File: config.mk
export PLATFORM = sky130hd
export DESIGN_NAME = sdc_card_regs_flat
export DESIGN_NICKNAME = d
export VERILOG_FILES = /design/src/sdc_pkg.sv /design/src/sdc_link_if.sv /design/src/sdc_card_regs.sv /design/src/flat_wrapper.sv
export SDC_FILE = /design/constraint.sdc
export NUM_CORES = 1
export LEC_CHECK = 0
export ABC_AREA = 1
export BUFFER_PORTS_ARGS = -buffer_cell sky130_fd_sc_hd__buf_2
export CORE_ASPECT_RATIO = 0.75
export CORE_MARGIN = 2
export CORE_UTILIZATION = 42
export DETAILED_ROUTE_END_ITERATION = 10
export GPL_ROUTABILITY_DRIVEN = 1
export PLACE_DENSITY = 0.67
export SLEW_MARGIN = 10
export SYNTH_ARGS = -nofsm -noshare
export SYNTH_HDL_FRONTEND = slang
export SYNTH_SLANG_ARGS = --single-unit
File: constraint.sdc
create_clock -name pclk -period 1.45 [get_ports pclk]
set_clock_uncertainty 0.05 [all_clocks]
set_input_delay 0.0725 -clock pclk [delete_from_list [all_inputs] [get_ports pclk]]
set_output_delay 0.0725 -clock pclk [all_outputs]
set_load 0.02 [all_outputs]
File: src/sdc_pkg.sv
// Shared constants of the card register bank and of its controller.
// Assumes both ends run on one clock and use the link in sdc_link_if.
package sdc_pkg;
  localparam int WORD_W = 32;
  localparam logic [1:0] SEL_CSD = 2'h0;
  localparam logic [1:0] SEL_RCA = 2'h1;
  localparam logic [1:0] SEL_CFG = 2'h2;
  localparam logic [1:0] CSD_WORDS_LAST = 2'h3;
  localparam logic [1:0] RCA_WORDS_LAST = 2'h0;
  localparam logic [1:0] CFG_WORDS_LAST = 2'h1;
  localparam logic [7:0] ACCESS_TIME = 8'h2D;
  localparam logic [7:0] ACCESS_CLOCKS = 8'h00;
  localparam logic [7:0] TRANSFER_RATE = 8'h32;
  localparam logic [11:0] CLASS_SET = 12'h135;
  localparam logic [3:0] BLOCK_EXP = 4'h9;
  localparam logic [2:0] CURRENT_CODE = 3'h6;
  localparam logic [6:0] ERASE_UNIT_CODE = 7'h1F;
  localparam logic [6:0] GROUP_CODE = 7'h00;
  localparam logic [2:0] WRITE_RATIO = 3'h5;
  localparam logic [11:0] CAPACITY_FIELD = 12'hE93;
  localparam logic [2:0] CAPACITY_EXP = 3'h5;
  localparam logic [15:0] RCA_RESET = 16'h0000;
  localparam int POS_ACCESS_CLOCKS = 104;
  localparam int POS_READ_EXP = 80;
  localparam int POS_CAPACITY = 62;
  localparam int POS_CAP_EXP = 47;
  localparam int POS_ERASE_ONE = 46;
  localparam int POS_BYTE_WRITE = 21;
  localparam int POS_LAYOUT_GROUP = 15;
  localparam int POS_COPY = 14;
  localparam int POS_PERM = 13;
  localparam int POS_TEMP = 12;
  localparam int POS_LAYOUT = 10;
  localparam int POS_CRC = 1;
  localparam int ACCESS_UNIT_CYCLES = 100;
  localparam logic [63:0] CFG_VALUE = {4'h0, 4'h0, 1'b1, 3'h2, 4'h5, 48'h0};
  localparam logic [7:0] APB_CMD = 8'h00;
  localparam logic [7:0] APB_WDATA = 8'h04;
  localparam logic [7:0] APB_RDATA = 8'h08;
  localparam logic [7:0] APB_STATUS = 8'h0C;
  localparam logic [7:0] APB_BLOCKS = 8'h10;
  localparam logic [7:0] APB_INFO = 8'h14;
  localparam logic [7:0] APB_ACCESS = 8'h18;

  // Seven-bit checksum, polynomial x^7 + x^3 + 1, first bit the highest.
  function automatic logic [6:0] crc7(input logic [119:0] d);
    logic [6:0] c;
    logic fb;
    c = 7'h00;
    for (int i = 119; i >= 0; i--) begin
      fb = d[i] ^ c[6];
      c = {c[5:0], 1'b0} ^ (fb ? 7'h09 : 7'h00);
    end
    return c;
  endfunction : crc7
endpackage : sdc_pkg

File: src/sdc_link_if.sv
// Register access link between the card register bank and its controller.
// Assumes one shared clock; the controller holds req until ack.
`timescale 1ns/1ps
interface sdc_link_if;
  logic req;
  logic wr;
  logic [1:0] sel;
  logic [1:0] idx;
  logic [31:0] wdata;
  logic [31:0] rdata;
  logic ack;
  logic err;

  modport card (input req, input wr, input sel, input idx, input wdata,
    output rdata, output ack, output err);
  modport host (output req, output wr, output sel, output idx, output wdata,
    input rdata, input ack, input err);
endinterface : sdc_link_if

File: src/sdc_card_regs.sv
// Card end: identification and configuration register bank of the card.
// Assumes the controller on the link holds a request until ack is seen.
`timescale 1ns/1ps
module sdc_card_regs #(
  parameter logic [11:0] CAPACITY = sdc_pkg::CAPACITY_FIELD,
  parameter logic [2:0] CAP_EXP = sdc_pkg::CAPACITY_EXP
) (
  input wire logic pclk,
  input wire logic presetn,
  sdc_link_if.card link,
  output logic [15:0] card_address,
  output logic write_locked
);
  typedef struct packed {
    logic ack;
    logic err;
    logic [31:0] rdata;
    logic [15:0] relative_card_address;
    logic layout_group;
    logic copy;
    logic perm;
    logic temp;
    logic [1:0] layout;
    logic [6:0] crc;
    logic otp_used;
    logic locked;
  } sdc_card_state_t;

  // Builds the full card-specific data image from the live field values.
  function automatic logic [127:0] csd_image(input logic lg, input logic cp,
      input logic pm, input logic tp, input logic [1:0] lay, input logic [6:0] c);
    csd_image = {2'h0, 6'h00,
      sdc_pkg::ACCESS_TIME,
      sdc_pkg::ACCESS_CLOCKS,
      sdc_pkg::TRANSFER_RATE,
      sdc_pkg::CLASS_SET,
      sdc_pkg::BLOCK_EXP,
      1'b1,
      1'b0, 1'b0,
      1'b0,
      2'h0, CAPACITY,
      {4{sdc_pkg::CURRENT_CODE}},
      CAP_EXP,
      1'b1,
      sdc_pkg::ERASE_UNIT_CODE,
      sdc_pkg::GROUP_CODE,
      1'b0,
      2'h0,
      sdc_pkg::WRITE_RATIO,
      sdc_pkg::BLOCK_EXP,
      1'b0,
      5'h00, lg, cp, pm, tp, lay,
      2'h0, c, 1'b1};
  endfunction : csd_image

  localparam logic [127:0] CSD_SHIP = csd_image(1'b0, 1'b0, 1'b0, 1'b0, 2'h0, 7'h00);
  localparam logic [6:0] CRC_SHIP = sdc_pkg::crc7(CSD_SHIP[127:8]);

  sdc_card_state_t s_q;
  sdc_card_state_t s_d;
  logic [127:0] csd_now;
  logic [1:0] last_idx;
  logic in_range;
  logic [31:0] word_rd;

  always_comb begin
    csd_now = csd_image(s_q.layout_group, s_q.copy, s_q.perm, s_q.temp, s_q.layout,
      s_q.crc);
    unique case (link.sel)
      sdc_pkg::SEL_CSD: last_idx = sdc_pkg::CSD_WORDS_LAST;
      sdc_pkg::SEL_RCA: last_idx = sdc_pkg::RCA_WORDS_LAST;
      sdc_pkg::SEL_CFG: last_idx = sdc_pkg::CFG_WORDS_LAST;
      default: last_idx = 2'h0;
    endcase
    in_range = (link.sel != 2'h3) && (link.idx <= last_idx);
    unique case (link.sel)
      sdc_pkg::SEL_CSD: word_rd = csd_now[link.idx * 32 +: 32];
      sdc_pkg::SEL_RCA: word_rd = {16'h0000, s_q.relative_card_address};
      sdc_pkg::SEL_CFG: word_rd = sdc_pkg::CFG_VALUE[link.idx[0] * 32 +: 32];
      default: word_rd = 32'h0000_0000;
    endcase
  end

  always_comb begin
    s_d = s_q;
    s_d.ack = 1'b0;
    if (link.req && !s_q.ack) begin
      s_d.ack = 1'b1;
      s_d.err = !in_range;
      s_d.rdata = (in_range && !link.wr) ? word_rd : 32'h0000_0000;
      if (in_range && link.wr) begin
        if (link.sel == sdc_pkg::SEL_RCA) begin
          s_d.relative_card_address = link.wdata[15:0];
        end
        if (link.sel == sdc_pkg::SEL_CSD && link.idx == 2'h0) begin
          s_d.temp = link.wdata[sdc_pkg::POS_TEMP];
          s_d.crc = link.wdata[sdc_pkg::POS_CRC +: 7];
          if (!s_q.otp_used) begin
            s_d.otp_used = 1'b1;
            s_d.layout_group = link.wdata[sdc_pkg::POS_LAYOUT_GROUP];
            s_d.copy = link.wdata[sdc_pkg::POS_COPY];
            s_d.perm = link.wdata[sdc_pkg::POS_PERM];
            s_d.layout = link.wdata[sdc_pkg::POS_LAYOUT +: 2];
          end
        end
      end
    end
    s_d.locked = s_d.perm || s_d.temp;
  end

  always_ff @(posedge pclk or negedge presetn) begin
    if (!presetn) begin
      s_q <= '{ack: 1'b0, err: 1'b0, rdata: 32'h0000_0000, relative_card_address: sdc_pkg::RCA_RESET,
        layout_group: 1'b0, copy: 1'b0, perm: 1'b0, temp: 1'b0, layout: 2'h0,
        crc: CRC_SHIP, otp_used: 1'b0, locked: 1'b0};
    end else begin
      s_q <= s_d;
    end
  end

  assign link.ack = s_q.ack;
  assign link.err = s_q.err;
  assign link.rdata = s_q.rdata;
  assign card_address = s_q.relative_card_address;
  assign write_locked = s_q.locked;
endmodule : sdc_card_regs

File: src/flat_wrapper.sv
// flat-port wrapper written by rule: the top's interface ports become plain ports
module sdc_card_regs_flat 
#(
  parameter logic [11:0] CAPACITY = sdc_pkg::CAPACITY_FIELD,
  parameter logic [2:0] CAP_EXP = sdc_pkg::CAPACITY_EXP
)
  (pclk, presetn, card_address, write_locked, link_req, link_wr, link_sel, link_idx, link_wdata, link_rdata, link_ack, link_err);
  sdc_link_if link_i ();
  input wire logic pclk;
  input wire logic presetn;
  output logic [15:0] card_address;
  output logic write_locked;
  input wire logic [$bits(link_i.req)-1:0] link_req;
  input wire logic [$bits(link_i.wr)-1:0] link_wr;
  input wire logic [$bits(link_i.sel)-1:0] link_sel;
  input wire logic [$bits(link_i.idx)-1:0] link_idx;
  input wire logic [$bits(link_i.wdata)-1:0] link_wdata;
  output wire logic [$bits(link_i.rdata)-1:0] link_rdata;
  output wire logic [$bits(link_i.ack)-1:0] link_ack;
  output wire logic [$bits(link_i.err)-1:0] link_err;
  assign link_i.req = link_req;
  assign link_i.wr = link_wr;
  assign link_i.sel = link_sel;
  assign link_i.idx = link_idx;
  assign link_i.wdata = link_wdata;
  assign link_rdata = link_i.rdata;
  assign link_ack = link_i.ack;
  assign link_err = link_i.err;
  sdc_card_regs #(.CAPACITY(CAPACITY), .CAP_EXP(CAP_EXP)) u_core (.pclk(pclk), .presetn(presetn), .link(link_i), .card_address(card_address), .write_locked(write_locked));
endmodule
==> results of run 1 <==
per-stage QoR:
step / total power, mW / TNS [ps] / std cells / cell area, um2
6_report: 4.51 / 0 / 541 / 3900
3_3_place_gp: 2.85 / -390 / 507 / 3500
4_1_cts: 4.55 / 0 / 540 / 3890
5_1_grt: 4.74 / 0 / 541 / 3900
3_5_place_dp: 2.87 / -1540 / 507 / 3500
2_1_floorplan: 2.69 / 0 / 369 / 3220
area by class of cell:
class / instances / area, um2 / area share, %
flip-flops and latches: 58 / 1460 / 37.4
multi-input cells: 219 / 1200 / 30.9
repair buffers: 111 / 756 / 19.4
clock buffers: 11 / 141 / 3.63
inverters: 36 / 135 / 3.47
well taps: 101 / 126 / 3.24
clock inverters: 5 / 77.6 / 1.99
worst paths after layout:
path                                           start                      end  slack (ps)
worst max-delay path                 u_core.link.ack  u_core.card_address[12]         100
worst min-delay path                        link_req          u_core.link.ack         100
worst max register to register       u_core.link.ack  u_core.card_address[12]         100
worst min register to register  u_core.link.rdata[0]     u_core.link.rdata[0]         420
max in group asynchronous                    presetn        u_core.csd_now[5]         830
min in group asynchronous                    presetn    u_core.link.rdata[10]         220
layer usage:
layer	part of all wire [%]	GRT usage, %	vias up
met2	42	24.4	72
li1	-	-	1237
met1	52	24.7	1085
met4	1.2	6.67	0
met5	0	0	-
met3	5.3	4.82	6
placed cells by master (no fill, tap or decap), drive strengths merged, types with 2 or more instances in the layout:
master,count
clkbuf,11
clkinv,2
a21oi,2
dfstp,4
o21ai,44
dlygate4sd3,17
nand2,127
bufinv,2
nand3,17
nand4,4
nor2,14
dfrtp,54
buf,94
ha,8
inv,36
sequential cells by signal (all words and copies together) (netlist names):
name                 count
u_core.card_address     16
u_core.csd_now          13
u_core.link.ack          1
u_core.link.err          1
u_core.link.rdata       25
u_core.s_q               1
u_core.write_locked      1
cells by family (layout without fill, tap and decap cells):
kind of cell / Yosys count / count (layout) / synth area share (%)
AO/OA/AOI/OAI: 47 / 47 / 10.1
adder cells (fa/ha/maj): 8 / 8 / 3.13
buffers and inverters: 93 / 163 / 17.9
flip-flops: 58 / 58 / 45.5
other: 1 / 1 / 0.117
AND/OR/NAND/NOR: 162 / 163 / 23.2
worst max-delay path: stages (launching register included):
cell	delay, ps
dfrtp_1	380
inv_2	80
nand3_4	100
nor2_8	200
nand3_4	130
buf_12	180
nand2_1	70
o21ai_2	50
what timing repair did:
action,CTS,global route
hold endpoints to repair,85,0
setup endpoints to repair,0,3
hold buffers,17,0
setup buffers,0,0
gates resized for setup,0,1
where the power goes:
group          internal [mW]  total [mW]  switching, mW
combinational          0.365       0.960          0.595
sequential              1.79        1.92          0.121
clock                   1.01        1.64          0.628
==> impl_metrics.json, run 1 <==
{
  "grt_pass1_vias": 2224,
  "critPathKind": "reg2reg",
  "drtAntennaViolNets": 0,
  "final_hold_viol_count": 0,
  "start_util_pct": 43.4,
  "viasPerCell": 4.44,
  "pre_cts_slack_ps": -85.6,
  "drive_gt1_share_pct": 35.2,
  "synth_common_cells": "124 x nand2_1, 54 x dfrtp_1, 49 x buf_4",
  "syn_inst": 369,
  "vias": 2400,
  "clockBufferDepth": 2,
  "critPathRequiredTime_ps": 1620,
  "final_max_slew_viol_count": 0,
  "drc": 0,
  "ys_warn_count": 0,
  "fin_ws_ps": 103,
  "cts_buffers": 9,
  "grtUsageTotal_pct": 17.2,
  "diodes": 0,
  "io_buffers": 73,
  "core-area_um2": 7360,
  "final_util_pct": 52.9,
  "dp_hpwl_um": 4830,
  "finalCritPeriodShare_pct": 92.9,
  "synthTopCellsByArea": "dfrtp_1 42%, nand2_1 15%, buf_4 11%",
  "wl_per_cell_um": 12.7,
  "setup_viol": 0,
  "design.final.nets": 483,
  "synth_area_um2": 3200,
  "htree_levels": 3,
  "grt_pass1_wl_um": 11000,
  "postSynthAreaPerCell_um2": 8.67,
  "rows": 27,
  "clock_latency_ps": 330,
  "critPathArrivalTime_ps": 1520,
  "antenna_found_initial": 0,
  "gr-total-overflow": 0,
  "synth-async-reset-ratio_pct": 100,
  "io_pins": 91,
  "syn_nets": 417,
  "fp.dieH_um": 79.6,
  "yosysTopAreaCellShare_pct": 42.2,
  "cp-end-kind": "flip-flop",
  "finalCriticalPeriod_ps": 1350,
  "cts.root.buffer_cell": "clkbuf_8",
  "clkTransAtPathRegs_ps": 60,
  "fill_cells": 703,
  "synth_seq_area_share_pct": 45.5,
  "synth_top_area_cell": "dfrtp_1",
  "power_density_nw_per_um2": 1160,
  "cts_sinks": 58,
  "holdWs_ps": 101,
  "holdPathStages": 3,
  "worstRegToRegCells": 7,
  "firstDrtPassIters": 4,
  "crit_path_start_kind": "flip-flop",
  "die_area_um2": 8340,
  "status": "finished clean",
  "grt_max_degree": 59,
  "synth_top_flop_cell": "dfrtp_1",
  "die_w_um": 105,
  "hold_class": "in2reg",
  "area_growth_pct": 21.8,
  "totalWireLength_um": 6860,
  "peakVddDrop_v": 0.000603,
  "fmax_ghz": 0.743,
  "power_leakage_nw": 2.14,
  "maxCapViolCount": 0,
  "drt_iter0_drc": 118,
  "synth_edf_count": 0,
  "ys_seq_elements": 58,
  "rsz0062_at_grt": "false",
  "place_congestion": 0.836,
  "cts_tree": "built",
  "synth_cell_types": 26,
  "worstPathMaxFanout": 18,
  "post-synth-top-count-cell": "nand2_1"
}
Note: power is estimated with default switching activity, not from simulation.
==> inputs of run 2 (changes only) <==
Settings changed: CORE_UTILIZATION 42 to 52, MAX_ROUTING_LAYER from default to met4, PLACE_DENSITY 0.67 to 0.8.
==> impl_metrics.json, run 2 (synthesis results as in run 1) <==
{
  "status": "finished clean",
  "hold_class": "in2reg",
  "grt_pass1_vias": 2403,
  "power_leakage_nw": 2.15,
  "area_growth_pct": 21.3,
  "vias": 2506,
  "path_cells": "inv_2, nand3_4, nor2_8, nand3_4, buf_12, nand2_1, o21ai_2",
  "intPower_mw": 3.29,
  "critical_path_buf_inv_count": 2,
  "dp_hpwl_um": 4860,
  "switchingPower_mw": 1.35,
  "die_w_um": 94.6,
  "io_pins": 91,
  "pwr-share-seq_pct": 41.5,
  "maxCapViolCount": 0,
  "critPathArrivalTime_ps": 1580,
  "path_depth": 7,
  "fill_cells": 495,
  "finalCriticalPeriod_ps": 1390,
  "die_area_um2": 6800,
  "core-area_um2": 5890,
  "critPathKind": "reg2reg",
  "totalWireLength_um": 7030,
  "power_density_nw_per_um2": 1200,
  "fin_ws_ps": 59.4,
  "grt_max_degree": 59,
  "final_cell_mix": "124 x nand2_1, 73 x buf_2, 54 x dfrtp_1",
  "cts.root.buffer_cell": "clkbuf_8",
  "antenna_found_initial": 0,
  "slowest_delay_ps": 400,
  "power_frac_clock_pct": 37.6,
  "crit_slowest_cell": "dfrtp_1",
  "worstRegToRegCells": 7,
  "mostFrequentLayoutCell": "nand2_1",
  "cts_sinks": 58,
  "final_hold_viol_count": 0,
  "io_buffers": 73,
  "start_util_pct": 54.4,
  "largest_register_ffs": 25,
  "diodes": 0,
  "grt_pass1_wl_um": 11100,
  "pre_cts_slack_ps": -115,
  "viasPerCell": 4.84,
  "final_cell_area_um2": 3880,
  "grtUsageTotal_pct": 22.4,
  "design.final.nets": 483,
  "path_delay_family": "simple AND/OR/NAND/NOR gates",
  "cpMostUsedCell": "nand3_4",
  "instances_no_fill": 518,
  "cts_buffers": 9,
  "dp_cells": 483,
  "fmax_ghz": 0.719,
  "finalCritPeriodShare_pct": 95.9,
  "final_max_slew_viol_count": 0,
  "critPathRequiredTime_ps": 1640,
  "netSwitchingFraction_pct": 29.0,
  "rows": 24,
  "cts_tree": "built",
  "drive_gt1_share_pct": 35.2,
  "firstDrtPassIters": 4,
  "drc": 0,
  "setup_viol": 0,
  "fp.dieH_um": 71.9,
  "place_congestion": 0.940,
  "holdPathStages": 4,
  "p_comb_share_pct": 20.9,
  "cp-end-kind": "flip-flop",
  "gr-total-overflow": 0,
  "crit_path_start_kind": "flip-flop",
  "clock_latency_ps": 350,
  "worstPathMaxFanout": 16,
  "htree_levels": 3,
  "drt_iter0_drc": 150,
  "peakVddDrop_v": 0.000807,
  "drtAntennaViolNets": 0,
  "placed_cell_area_um2": 3450,
  "clockBufferDepth": 2,
  "clkTransAtPathRegs_ps": 60,
  "wl_per_cell_um": 13.6
}
## run 2: tightest hold or removal path, cell delays in order
cell and delay [ps]:
buf_2 110, nand2_1 100, nand2_1 60, o21ai_0 70
## run 2: worst paths after layout
kind	startpoint	end	slack, ps
max in group asynchronous	presetn	u_core.csd_now[7]	850
max	u_core.link.ack	u_core.card_address[12]	60
min	link_req	u_core.link.rdata[9]	70
min in group asynchronous	presetn	u_core.link.rdata[9]	210
max reg2reg	u_core.link.ack	u_core.card_address[12]	60
min reg2reg	u_core.link.rdata[1]	u_core.link.rdata[1]	420
## run 2: layer usage
metal / up-vias / GRT usage (%) / part of all wire (%)
met2: 85 / 34.8 / 46
met1: 1168 / 28.2 / 45
met5: - / - / 0
met3: 9 / 6.96 / 6.8
met4: 0 / 7.41 / 1.4
li1: 1244 / - / -
## run 2: final cells by class
class,instances,area [um2],area share [%]
Tap cell,78,97.6,2.51
Clock buffer,10,128,3.29
Clock inverter,6,105,2.71
Multi-Input combinational cell,219,1200,31.0
Inverter,36,135,3.48
Timing Repair Buffer,111,756,19.5
Sequential cell,58,1460,37.5
## run 2: through the flow
stage | utilization (%) | hold slack [ps] | total power [mW] | setup TNS (ps)
floorplan | - | -273 | 2.69 | 0
global placement | 58.6 | 43.1 | 2.84 | -572
detailed placement | 58.6 | 44.8 | 2.87 | -1460
CTS | 65.4 | 61.7 | 4.66 | 0
global route | 65.9 | 85.6 | 4.84 | -4.71
finish | 65.9 | 65.3 | 4.64 | 0
## run 2: what timing repair did
item                                    4_1_cts  5_1_grt
hold buffers                                 17        0
hold endpoints to repair                     85        0
endpoints found under the setup margin        0        6
resized for setup                             0        2
buffers inserted                              0        1
## run 2: power by group through the flow
| stage | clock network, mW | logic (mW) | registers [mW] |
|---|---|---|---|
| after detailed placement | 0 | 0.923 | 1.94 |
| after CTS | 1.77 | 0.965 | 1.92 |
| final | 1.75 | 0.970 | 1.92 |
| after global routing | 1.85 | 1.06 | 1.94 |
| after global placement | 0 | 0.898 | 1.94 |
| after floorplan | 0 | 0.773 | 1.92 |
==> inputs of run 3 (changes only) <==
Settings changed: PLACE_DENSITY 0.8 to 0.79, SLEW_MARGIN 10 to default.
==> impl_metrics.json, run 3 (synthesis results as in run 1) <==
{
  "status": "finished clean",
  "io_pins": 91,
  "fp.dieH_um": 71.9,
  "slowest_delay_ps": 380,
  "grt_max_degree": 59,
  "cts_tree": "built",
  "viasPerCell": 4.93,
  "totalWireLength_um": 7280,
  "peakVddDrop_v": 0.000826,
  "largest_register_ffs": 25,
  "cts_buffers": 9,
  "place_congestion": 0.883,
  "diodes": 0,
  "fill_cells": 475,
  "io_buffers": 73,
  "grtUsageTotal_pct": 23.1,
  "grt_pass1_vias": 2482,
  "cts_sinks": 58,
  "drive_gt1_share_pct": 35.9,
  "worstPathMaxFanout": 8,
  "clkTransAtPathRegs_ps": 60,
  "critPathArrivalTime_ps": 1620,
  "cpMostUsedCell": "nand2_1",
  "pre_cts_slack_ps": -98.5,
  "core-area_um2": 5890,
  "die_area_um2": 6800,
  "cp-end-kind": "flip-flop",
  "drt_iter0_drc": 137,
  "dp_hpwl_um": 4890,
  "critPathKind": "reg2reg",
  "htree_levels": 3,
  "finalCriticalPeriod_ps": 1390,
  "maxCapViolCount": 0,
  "wl_per_cell_um": 14.0,
  "power_density_nw_per_um2": 1260,
  "path_cells": "inv_2, nand3_4, nor2_8, buf_4, nand3_4, nand2_1, nand2_1, nand2_1",
  "clock_latency_ps": 340,
  "gr-total-overflow": 0,
  "fin_setup_tns_ps": 0,
  "clockBufferDepth": 2,
  "critPathRequiredTime_ps": 1680,
  "fmax_ghz": 0.720,
  "vias": 2571,
  "final_cell_area_um2": 3950,
  "antenna_found_initial": 0,
  "die_w_um": 94.6,
  "cts.root.buffer_cell": "clkbuf_8",
  "drtAntennaViolNets": 0,
  "grt_pass1_wl_um": 11500,
  "final_cell_mix": "124 x nand2_1, 73 x buf_2, 54 x dfrtp_1",
  "final_max_slew_viol_count": 0,
  "crit_path_start_kind": "flip-flop",
  "final_hold_viol_count": 0,
  "finalCritPeriodShare_pct": 95.9,
  "crit_slowest_cell": "dfrtp_1",
  "design.final.nets": 486,
  "area_growth_pct": 23.4,
  "setup_viol": 0,
  "firstDrtPassIters": 7,
  "rows": 24,
  "hold_class": "in2reg",
  "placed_cell_area_um2": 3440,
  "start_util_pct": 54.4,
  "fin_ws_ps": 60.2,
  "drc": 0,
  "power_leakage_nw": 2.19,
  "mostFrequentLayoutCell": "nand2_1"
}
==> run 3: cell types whose count changed in the layout (fill, tap and decap cells not counted) <==
cell | previous run | this run
clkbuf_8 | 9 | 12
bufinv_16 | 3 | 4
o21ai_0 | 15 | 16
clkinv_2 | 3 | 0
o21ai_1 | 6 | 5
buf_12 | 5 | 3
clkbuf_16 | 0 | 1
clkbuf_1 | 1 | 0
buf_4 | 16 | 20
==> run 3: cell type report <==
class                   count  area (um2)  area share [%]
repair buffers            114         771            19.5
clock inverters             4         120            3.04
multi-input cells         219        1200            30.5
flip-flops and latches     58        1460            36.9
clock buffers              12         165            4.18
well taps                  78        97.6            2.47
inverters                  36         135            3.42
==> run 3: worst max-delay path: cells and delay by family (launching register included) <==
kind / cells / cell delay (ps)
buffers and inverters: 2 / 230
DFF: 1 / 380
and+or+nand+nor: 6 / 670
==> run 3: what timing repair did <==
action	CTS	global route
hold buffers	17	0
endpoints found under the hold margin	85	0
resized for setup	0	1
buffers inserted	0	3
setup endpoints to repair	0	6
==> run 3: path summary, 6_finish.rpt <==
| path | slack [ps] | to | startpoint | depth (start not counted) |
|---|---|---|---|---|
| max reg2reg | 60 | u_core.write_locked | u_core.link.ack | 8 |
| min in group asynchronous | 210 | u_core.link.rdata[9] | presetn | 3 |
| min reg2reg | 420 | u_core.link.rdata[3] | u_core.link.rdata[3] | 2 |
| max | 60 | u_core.write_locked | u_core.link.ack | 8 |
| max in group asynchronous | 850 | u_core.csd_now[2] | presetn | 3 |
| min | 70 | u_core.link.ack | link_req | 3 |
==> run 3: metal layers <==
layer	vias to the layer above	GRT usage, %	share of wire [%]	wire (um)
li1	1250	-	-	-
met1	1193	29.9	44	3190
met2	109	35.4	46	3330
met3	19	7.48	7.5	545
met4	0	6.60	2.9	209
met5	-	-	0	0
==> run 3: power by group <==
part	internal (mW)	total [mW]	leakage (nW)	switching, mW
logic	0.364	0.969	1.30	0.605
registers	1.79	1.92	0.751	0.125
clock network	1.46	2.09	0.143	0.631
total	3.62	4.98	2.19	1.36
==> run 3: stage by stage <==
step / hold slack (ps) / utilization (%) / power [mW] / std cells
6_report: 74.2 / 67.1 / 4.98 / 521
5_1_grt: 95.0 / 67.1 / 5.19 / 521
4_1_cts: 58.0 / 66.1 / 4.99 / 516
3_5_place_dp: 46.5 / 58.4 / 2.87 / 483
3_3_place_gp: 42.8 / 58.4 / 2.83 / 483
2_1_floorplan: -273 / - / 2.69 / 369
